File: config.mk
export PLATFORM = sky130hd
export DESIGN_NAME = scd_regs
export DESIGN_NICKNAME = d
export VERILOG_FILES = /design/src/pkg/scd_pkg.sv /design/src/scd_fault_latch.sv /design/src/scd_regs.sv
export VERILOG_INCLUDE_DIRS = /design/src /design/src/pkg
export SDC_FILE = /design/constraint.sdc
export NUM_CORES = 1
export LEC_CHECK = 0
export BUFFER_PORTS_ARGS = -buffer_cell sky130_fd_sc_hd__clkbuf_2
export CAP_MARGIN = 40
export CELL_PAD_IN_SITES_DETAIL_PLACEMENT = 0
export CELL_PAD_IN_SITES_GLOBAL_PLACEMENT = 1
export CORE_MARGIN = 2
export CORE_UTILIZATION = 30
export CTS_CLUSTER_SIZE = 20
export DETAILED_ROUTE_END_ITERATION = 8
export GPL_TIMING_DRIVEN = 0
export MAX_ROUTING_LAYER = met4
export PLACE_DENSITY = 0.6
export SYNTH_ARGS = -nofsm -noshare
export SYNTH_HDL_FRONTEND = slang
export SYNTH_SLANG_ARGS = --single-unit
export TNS_END_PERCENT = 1
File: constraint.sdc
create_clock -name mclk -period 2 [get_ports mclk]
set_input_delay 0.1 -clock mclk [delete_from_list [all_inputs] [get_ports mclk]]
set_output_delay 0.1 -clock mclk [all_outputs]
set_load 0.01 [all_outputs]
File: src/pkg/scd_params.svh
// constants for the switch control and fault register bank
`ifndef SCD_PARAMS_SVH
`define SCD_PARAMS_SVH

// ==========================================
// instruction field codes
`define SCD_OP_WR_CMD_LOW 5'h14
`define SCD_OP_WR_CMD_MID 5'h15
`define SCD_OP_WR_CMD_HIGH 5'h16
`define SCD_OP_RD_CMD_LOW 5'h04
`define SCD_OP_RD_CMD_MID 5'h05
`define SCD_OP_RD_CMD_HIGH 5'h06
`define SCD_OP_RD_FAULT_ONE 5'h08
`define SCD_OP_RD_FAULT_TWO 5'h09
`define SCD_OP_RD_FAULT_THREE 5'h0a
`define SCD_OP_RD_FAULT_FOUR 5'h0b
`define SCD_OP_RD_FAULT_FIVE 5'h0c
`define SCD_OP_CLEAR_FAULTS 5'h18

// ==========================================
// reset values and fixed fields
`define SCD_CMD_RESET 8'hff
`define SCD_HIGH_UNUSED 6'h3f
`define SCD_FIVE_UNUSED 3'h7
`define SCD_NO_READ 8'hff

// ==========================================
// fault codes
`define SCD_FAULT_NONE 2'h3
`define SCD_FAULT_BATT_OT 2'h2
`define SCD_FAULT_OPEN 2'h1
`define SCD_FAULT_GROUND 2'h0

`endif

File: src/pkg/scd_pkg.sv
// types shared by the register bank files
package scd_pkg;
    typedef logic [7:0] scd_byte_t;
    typedef logic [1:0] scd_fault_t;
    typedef logic [4:0] scd_op_t;
endpackage

File: src/scd_fault_latch.sv
// sticky fault code store for all stages
`include "scd_params.svh"

module scd_fault_latch import scd_pkg::*; #(
    parameter int NSTAGES = 18
) (
    input wire logic mclk,
    input wire logic srst,
    input wire logic [2*NSTAGES-1:0] faultLive,
    input wire logic clearReq,
    output logic [2*NSTAGES-1:0] faultCode
);
    // ==========================================
    // synchroniser, analog detect is asynchronous
    logic [2*NSTAGES-1:0] meta_q;
    logic [2*NSTAGES-1:0] live_q;
    logic [2*NSTAGES-1:0] code_q;
    logic [2*NSTAGES-1:0] code_d;

    always_ff @(posedge mclk) begin
        meta_q <= faultLive;
        live_q <= meta_q;
    end

    // ==========================================
    // latch
    always_comb begin
        code_d = code_q;
        for (int i = 0; i < NSTAGES; i++) begin
            // (RULE10) live code passes unchanged
            // (RULE13) clear only when gone
            if (live_q[2*i +: 2] != `SCD_FAULT_NONE) begin
                code_d[2*i +: 2] = live_q[2*i +: 2];
            end else if (clearReq) begin
                code_d[2*i +: 2] = `SCD_FAULT_NONE;
            end
        end
    end

    // (RULE9) reset to all ones
    always_ff @(posedge mclk) begin
        if (srst) begin
            code_q <= '1;
        end else begin
            code_q <= code_d;
        end
    end

    assign faultCode = code_q;
endmodule // scd_fault_latch

File: src/scd_regs.sv
// serial command and fault code register bank
`include "scd_params.svh"

// Overview of operation
// (RULE1) serial_cmd_low is an 8-bit read/write register, bit i commanding stage i+1, reset 0xff.
// (RULE2) serial_cmd_mid is an 8-bit read/write register, bit i commanding stage i+9, reset 0xff.
// (RULE3) serial_cmd_high holds stage 17 in bit 0 and stage 18 in bit 1, bits 7-2 read as one.
// (RULE4) writes to the upper six bits of serial_cmd_high are dropped and never show on reads.
// (RULE5) fault_codes_one is read-only and packs two-bit codes of stages 1 to 4, lowest pair first.
// (RULE6) fault_codes_two is read-only and packs stages 5 to 8, lowest pair first.
// (RULE7) fault_codes_three is read-only and packs stages 9 to 12, lowest pair first.
// (RULE8) fault_codes_four is read-only and packs stages 13 to 16, lowest pair first.
// (RULE9) fault registers reset to all ones and no controller write changes them.
// (RULE10) a fault code reads 11 ok, 10 battery short or overtemperature, 01 open load, 00 ground short.
// (RULE11) a stage under serial control is on when its command bit is zero and off when it is one.
// (RULE12) fault_codes_five holds stage 17 in bits 1-0, stage 18 in 3-2, live battery status in 4, ones in 7-5.
// (RULE13) the clear instruction, with any data, sets codes back to 11 only where the fault is gone.
// (RULE14) a command write takes effect at the end of the accepted frame and then drives serial stages.
module scd_regs import scd_pkg::*; #(
    parameter int NSTAGES = 18
) (
    input wire logic mclk,
    input wire logic srst,
    input wire logic cmdValid,
    input wire scd_op_t cmdCode,
    input wire scd_byte_t cmdData,
    output logic rdValid,
    output scd_byte_t rdData,
    input wire logic [2*NSTAGES-1:0] stageFault,
    input wire logic batteryAbove,
    input wire logic [15:0] stageSourceSelect,
    output logic [NSTAGES-1:0] stageSerialOn
);
    // ==========================================
    // elaboration check
    if (NSTAGES != 18) begin : g_bad_size
        $error("register layout serves exactly 18 stages");
    end

    function automatic logic isOp(input logic valid, input scd_op_t code, input scd_op_t op);
        return valid && (code == op);
    endfunction

    // ==========================================
    // battery status, two-flop sync
    logic battMeta_q;
    logic battSync_q;
    always_ff @(posedge mclk) begin
        battMeta_q <= batteryAbove;
        battSync_q <= battMeta_q;
    end

    // ==========================================
    // fault store
    logic clearReq;
    logic [2*NSTAGES-1:0] faultCode;
    assign clearReq = isOp(cmdValid, cmdCode, `SCD_OP_CLEAR_FAULTS);

    scd_fault_latch #(.NSTAGES(NSTAGES)) u_fault (
        .mclk(mclk),
        .srst(srst),
        .faultLive(stageFault),
        .clearReq(clearReq),
        .faultCode(faultCode)
    );

    // ==========================================
    // command registers
    scd_byte_t cmdLow_q, cmdLow_d;
    scd_byte_t cmdMid_q, cmdMid_d;
    logic [1:0] cmdHigh_q, cmdHigh_d;
    logic [NSTAGES-1:0] serialOn_q, serialOn_d;
    logic [NSTAGES-1:0] cmdAll;

    assign cmdAll = {cmdHigh_q, cmdMid_q, cmdLow_q};

    always_comb begin
        cmdLow_d = cmdLow_q;
        cmdMid_d = cmdMid_q;
        cmdHigh_d = cmdHigh_q;
        // (RULE14) update on accepted frame
        if (isOp(cmdValid, cmdCode, `SCD_OP_WR_CMD_LOW)) begin
            cmdLow_d = cmdData;
        end
        if (isOp(cmdValid, cmdCode, `SCD_OP_WR_CMD_MID)) begin
            cmdMid_d = cmdData;
        end
        // (RULE4) upper six bits dropped
        if (isOp(cmdValid, cmdCode, `SCD_OP_WR_CMD_HIGH)) begin
            cmdHigh_d = cmdData[1:0];
        end
        // (RULE11) zero means on; stages 17, 18 always serial
        serialOn_d = ~cmdAll & {2'b11, ~stageSourceSelect};
    end

    // (RULE1) (RULE2) command registers reset to all ones, serial-on outputs to zero
    always_ff @(posedge mclk) begin
        if (srst) begin
            cmdLow_q <= `SCD_CMD_RESET;
            cmdMid_q <= `SCD_CMD_RESET;
            cmdHigh_q <= 2'b11;
            serialOn_q <= '0;
        end else begin
            cmdLow_q <= cmdLow_d;
            cmdMid_q <= cmdMid_d;
            cmdHigh_q <= cmdHigh_d;
            serialOn_q <= serialOn_d;
        end
    end

    assign stageSerialOn = serialOn_q;

    // ==========================================
    // read path
    scd_byte_t rdData_q, rdData_d;
    logic rdValid_q, rdValid_d;

    always_comb begin
        rdValid_d = cmdValid;
        rdData_d = `SCD_NO_READ;
        case (cmdCode)
            `SCD_OP_RD_CMD_LOW: rdData_d = cmdLow_q;
            `SCD_OP_RD_CMD_MID: rdData_d = cmdMid_q;
            // (RULE3) unused bits read one
            `SCD_OP_RD_CMD_HIGH: rdData_d = {`SCD_HIGH_UNUSED, cmdHigh_q};
            // (RULE5) stages 1 to 4
            `SCD_OP_RD_FAULT_ONE: rdData_d = faultCode[7:0];
            // (RULE6) stages 5 to 8
            `SCD_OP_RD_FAULT_TWO: rdData_d = faultCode[15:8];
            // (RULE7) stages 9 to 12
            `SCD_OP_RD_FAULT_THREE: rdData_d = faultCode[23:16];
            // (RULE8) stages 13 to 16
            `SCD_OP_RD_FAULT_FOUR: rdData_d = faultCode[31:24];
            // (RULE12) battery live, not latched
            `SCD_OP_RD_FAULT_FIVE: rdData_d = {`SCD_FIVE_UNUSED, battSync_q, faultCode[35:32]};
            // non-read frames leave the last answer standing
            default: begin
                rdValid_d = 1'b0;
                rdData_d = rdData_q;
            end
        endcase
        if (!cmdValid) begin
            rdData_d = rdData_q;
        end
    end

    always_ff @(posedge mclk) begin
        if (srst) begin
            rdData_q <= `SCD_NO_READ;
            rdValid_q <= 1'b0;
        end else begin
            rdData_q <= rdData_d;
            rdValid_q <= rdValid_d;
        end
    end

    assign rdData = rdData_q;
    assign rdValid = rdValid_q;
endmodule // scd_regs

; ---- After elaboration in Yosys (flattened, before gate mapping)
; Cells that the tools add are included.
[word_totals]
ff_bits = 155
inputBits = 69
output_inout_bits = 27
word_cells = 108
[op_classes]
n_eq_ne = 30
muxes = 20
n_bitwise = 4
n_reduce_logical = 26
[ops]
columns = cell, count
row1 = 8-bit one-hot mux with 8 select lines, 1
row2 = 2-bit 2-to-1 mux, 19
row3 = "2-bit inequality test, second input constant", 18
row4 = 2-bit nonzero test, 18
row5 = "5-bit by 4-bit == test with 1-bit output, second input constant", 5
row6 = "5-bit == test, second input constant", 4
row7 = 18-bit AND, 1
row8 = 18-bit NOT, 1
row9 = 16-bit NOT, 1
row10 = "5-bit by 3-bit == test with 1-bit output, second input constant", 3
row11 = 8-bit nonzero test, 1
row12 = 8-bit OR reduction, 1
row13 = 1-bit logical AND, 4
row14 = 2-bit AND reduction, 1
row15 = 2-bit OR reduction, 1
row16 = 1-bit NOT, 1

; ---- Longest topological paths before layout
[depth]
ltp_word = 4
mapped_depth = 6
ltp_nobuf = 5

; ---- Hierarchy
; From an unflattened synthesis, not the netlist that was laid out.
[unflattened]
hier_cells = 432
area_unflattened_um2 = 4843.4
[by_module_without_submodules]
columns = mod, n_inst, cells_per_inst, area_per_inst_um2, seq_area_each_um2
row1 = scd_fault_latch, 1, 224, 2726.4, 2162.1
row2 = scd_regs, 1, 208, 2117.0, 940.9

; ---- Least setup slack after synthesis
; Ideal clock, no wire load.
[synth_path]
path_type = input to register
start = input cmdCode[0]
end = register rdData_q[4] (netlist: rdData[4])
setup_ns = 0.131
arrival_ns = 1.147
t_required_ns = 1.869
setup_slack_ns = 0.722
path_stages = 6
n_path_buf = 2
cell_sequence = buf_4 > buf_2 > a21oi_1 > o221ai_2 > a221oi_1 > o21ai_0
[synth_between]
elab_chain_len = 3
word_cells_on_any_way = 11
classes_between = eq/ne: 8 / mux: 1 / reduce/logical: 2
[synth_lines]
columns = element, line
row1 = "start, declared", scd_regs.sv:25  ; input wire scd_op_t cmdCode,
row2 = 5-bit by 4-bit == test with 1-bit output or 5-bit by 3-bit == test with 1-bit output (tied branches), scd_regs.sv:121  ; case (cmdCode)
row3 = 8-bit nonzero test (no line), n/a
row4 = 2-bit AND reduction (no line), n/a
row5 = "end signal, assigned", scd_regs.sv:149  ; rdData_q <= `SCD_NO_READ;
row6 = "end signal, assigned", scd_regs.sv:152  ; rdData_q <= rdData_d;
row7 = "end, declared", scd_regs.sv:115  ; scd_byte_t rdData_q, rdData_d;
; Several ways; a longest one is shown, not always the timed one.
; A chain may end at the register's enable or synchronous reset.

; ---- Worst setup path after layout
[layout_path]
start = register u_fault.code_q[10] (netlist: u_fault.faultCode[10])
end = register rdData_q[2] (netlist: rdData[2])
[layout_between]
elab_chain_len = 1
[layout_lines]
columns = element, line
row1 = "start, declared", scd_fault_latch.sv:17  ; logic [2*NSTAGES-1:0] code_q;
row2 = "start signal, assigned", scd_fault_latch.sv:45  ; code_q <= code_d;
row3 = 8-bit one-hot mux with 8 select lines, scd_regs.sv:121
; Every way passes these cells.

==> reports/metrics.cfg <==
[die]
fp.coreArea_mm2 = 0.0158
rows = 46
die_y_um = 131
ios = 96
start_util_pct = 30.7
die_area_mm2 = 0.0172
die_w_um = 131

[logic_synthesis]
async_reset_ff_share_pct = 0
synth.distinct_cells = 48
syn_area_per_cell_um2 = 12.2
synth_fp_nets = 466
synth_edf_count = 0
syn_inst = 397
synth_mux_area_share_pct = 2.27
synth-seq-cells = 155
synthAdderAreaFrac_pct = 0
synthSimpleGateAreaFrac_pct = 16.2
synth_top_family_by_area = simple AND/OR/NAND/NOR gates
ys.flop_type = dfxtp_1
synth-xor-area-share_pct = 0
synth_warnings = 0
netlist_area_mm2 = 0.00485
seq_area_frac_synth_pct = 63.9
synth_compound_area_share_pct = 15.2

[layout]
ff_latch_area_mm2 = 0.00310
multi_input_area_mm2 = 0.00163
nFillCells = 1529
nets = 640
syn_to_final_growth_pct = 39.7
antennaDiodeCount = 0
drive_above_1_share_pct = 26.5

[global_routing]
grt_pass1_vias = 3592
grt_max_degree = 17
grt_use_total_pct = 14.6
antenna_found_initial = 0
overflow = 0
grt_pass1_wl_um = 18900

[cts]
cts_buffers = 17
htreeDepth = 4
clock_latency_ps = 420
cts_tree = built
root_buffer = clkbuf_16
cts.path.max_buffers = 2
cts.reportedPaths.clkPinSlew_ps = 70
post_cts_buffers = 0
cts.sinks = 155

[route]
drtPass1Iterations = 4
viasPerCell = 4.48
drt_iter0_drc = 163
drc_errors = 0
drt_wl_total_um = 11800
wl_per_cell_um = 14.7
num_vias = 3580
ant_nets = 0

[place]
place_hpwl_um = 8440
gp_congestion = 0.805
port_buffers = 94

[sta]
fmax_mhz = 754
timing.final.crit_share_pct = 66.3
rsz0062_at_grt = no
min_period_ps = 1330
fin_skew_ps = 9.04
fin_setup_tns_ps = 0
hold_viol = 0
fin_hold_ws_ps = 168
finalSetupViolCount = 0
worst_pin_slew_ps = 747
slew_viol_final = 0
maxSlewHeadroom_pct = 50.2

[worst_setup_path]
worstPathRequired_ps = 2300
r2r_cells = 5
ff2ff_setup_slack_ps = 670
path_cells = mux2_2 > a32oi_1 > o21ai_0 > a221oi_1 > o21ai_1
r2r_start = u_fault.faultCode[10]
slowest_stage = dfxtp_1
max_stage_delay_ps = 310
cp-start-kind = flip-flop
arrival_ps = 1630
cp_max_fo = 2
r2r_end = rdData[2]
cp-end-kind = flip-flop
critPathKind = flip-flop to flip-flop

[worst_hold_path]
hp-class = input port to flip-flop
hold_end = rdValid
worstHoldStart = srst
hold_depth = 2

[power]
peakVddDrop_mv = 0.589
p_leak_nw = 2.79
power_density_mw_per_mm2 = 1010

[flow_run]
drv_cap = 0

[run_status]
outcome = finished clean

-- registers in the layout, indices dropped and copies added (netlist names) --
| name | cells |
|---|---|
| u_fault.meta_q | 36 |
| cmdMid_q | 8 |
| cmdHigh_q | 2 |
| u_fault.live_q | 36 |
| battMeta_q | 1 |
| stageSerialOn | 18 |
| cmdLow_q | 8 |
| battSync_q | 1 |
| rdData | 8 |
| u_fault.faultCode | 36 |
| rdValid | 1 |
-- Yosys cell counts, types with 2 or more instances --
library cell | instances | area [um^2]
nand2b_1 | 3 | 18.8
a21oi_1 | 5 | 25.0
o2bb2ai_1 | 2 | 17.5
buf_2 | 7 | 35.0
mux4_2 | 3 | 67.6
buf_4 | 4 | 30.0
a21o_1 | 36 | 270
dfxtp_1 | 155 | 3100
nor2_1 | 4 | 15.0
a211oi_1 | 2 | 15.0
o21ai_0 | 6 | 30.0
a21boi_0 | 2 | 15.0
o21ai_1 | 4 | 20.0
nor2b_1 | 24 | 150
nor3b_1 | 3 | 22.5
a22oi_1 | 6 | 45.0
nand3b_1 | 37 | 278
a211o_1 | 18 | 158
mux2_2 | 2 | 22.5
nor3b_2 | 2 | 25.0
nand2_1 | 7 | 26.3
and3_1 | 3 | 18.8
clkbuf_1 | 9 | 33.8
a221oi_1 | 9 | 78.8
nor3_1 | 17 | 85.1
a31oi_1 | 4 | 25.0
mux2i_1 | 2 | 20.0
-- cell usage in the layout, fill, tap and decap left out, types with 2 or more instances in the layout --
cell / netlist / layout
o21ai_1: 4 / 4
clkbuf_2: 1 / 95
clkbuf_16: 0 / 17
mux2i_1: 2 / 2
a221oi_1: 9 / 9
inv_6: 0 / 5
dfxtp_1: 155 / 155
and3_1: 3 / 3
a21boi_0: 2 / 2
a211o_1: 18 / 18
clkinv_4: 0 / 3
a31oi_1: 4 / 4
a21oi_1: 5 / 5
nand2b_1: 3 / 3
clkinv_2: 0 / 2
o21ai_0: 6 / 6
clkinvlp_4: 0 / 2
mux4_2: 3 / 3
nor2_1: 4 / 4
buf_4: 4 / 4
a211oi_1: 2 / 2
nand3b_1: 37 / 37
nor3b_1: 3 / 3
buf_2: 7 / 7
nand2_1: 7 / 7
dlygate4sd3_1: 0 / 61
a21o_1: 36 / 36
nor2b_1: 24 / 24
clkbuf_1: 9 / 9
a22oi_1: 6 / 6
o2bb2ai_1: 2 / 2
mux2_2: 2 / 2
nor3_1: 17 / 17
nor3b_2: 2 / 2
-- per-stage QoR --
stage	util [%]	worst slack [ps]	total power, mW	instances	cell area [um^2]
2_1_floorplan	-	722	3.55	397	4850
3_3_place_gp	35.3	333	3.71	707	5590
3_5_place_dp	35.3	311	3.72	707	5590
4_1_cts	42.8	668	6.92	800	6780
5_1_grt	42.8	523	7.10	800	6780
6_report	42.8	674	6.83	800	6780
-- critical path, delay by kind of cell, from the launching register on --
| kind | cells | cell delay, ps |
|---|---|---|
| flops | 1 | 310 |
| mux | 1 | 280 |
| compound gates | 4 | 620 |
-- worst max-delay path by stage --
stage,cells after the start,slack [ps],start,endpoint
6_report,5,670,u_fault.faultCode[10],rdData[2]
5_1_grt,5,520,u_fault.faultCode[19],rdData[3]
4_1_cts,5,670,u_fault.faultCode[10],rdData[2]
3_5_place_dp,6,310,cmdCode[3],cmdMid_q[7]
3_3_place_gp,6,330,cmdCode[3],cmdMid_q[7]
2_1_floorplan,6,720,cmdCode[0],rdData[4]
-- area by class of cell --
cell class | count | area share, %
buffer | 22 | 1.70
clock buffer | 18 | 6.48
clock inverter | 14 | 2.01
inverter | 1 | 0.0554
multi-input combinational | 219 | 24.1
sequential | 155 | 45.8
tap | 216 | 3.99
timing repair buffer | 155 | 15.9
-- timing repair --
| item | in CTS | in global routing |
|---|---|---|
| gates resized for setup | 0 | 0 |
| hold buffers | 61 | 0 |
| endpoints found under the setup margin | 0 | 0 |
| hold endpoints to repair | 71 | 0 |
-- logic make-up (layout without fill, tap and decap cells) --
logic type             Yosys count  after routing
buffers and inverters           23            210
DFF                            155            155
AOI/OAI and AO/OA               98             98
muxes                            7              7
and+or+nand+nor                114            114
-- power by group --
group          switching [mW]  total [mW]  internal (mW)
Clock                    1.31        3.08           1.77
Sequential             0.0704        3.30           3.23
Combinational           0.189       0.442          0.253
-- metal layers --
metal  wire (um)  GRT usage, %  vias to the layer above
met5           0             -                        -
met4         237          5.62                        0
met3         573          4.98                       17
met2        5380          22.3                      107
met1        5580          18.0                     1666
li1            -             -                     1790
No activity file was read; power rests on OpenSTA's default activity.
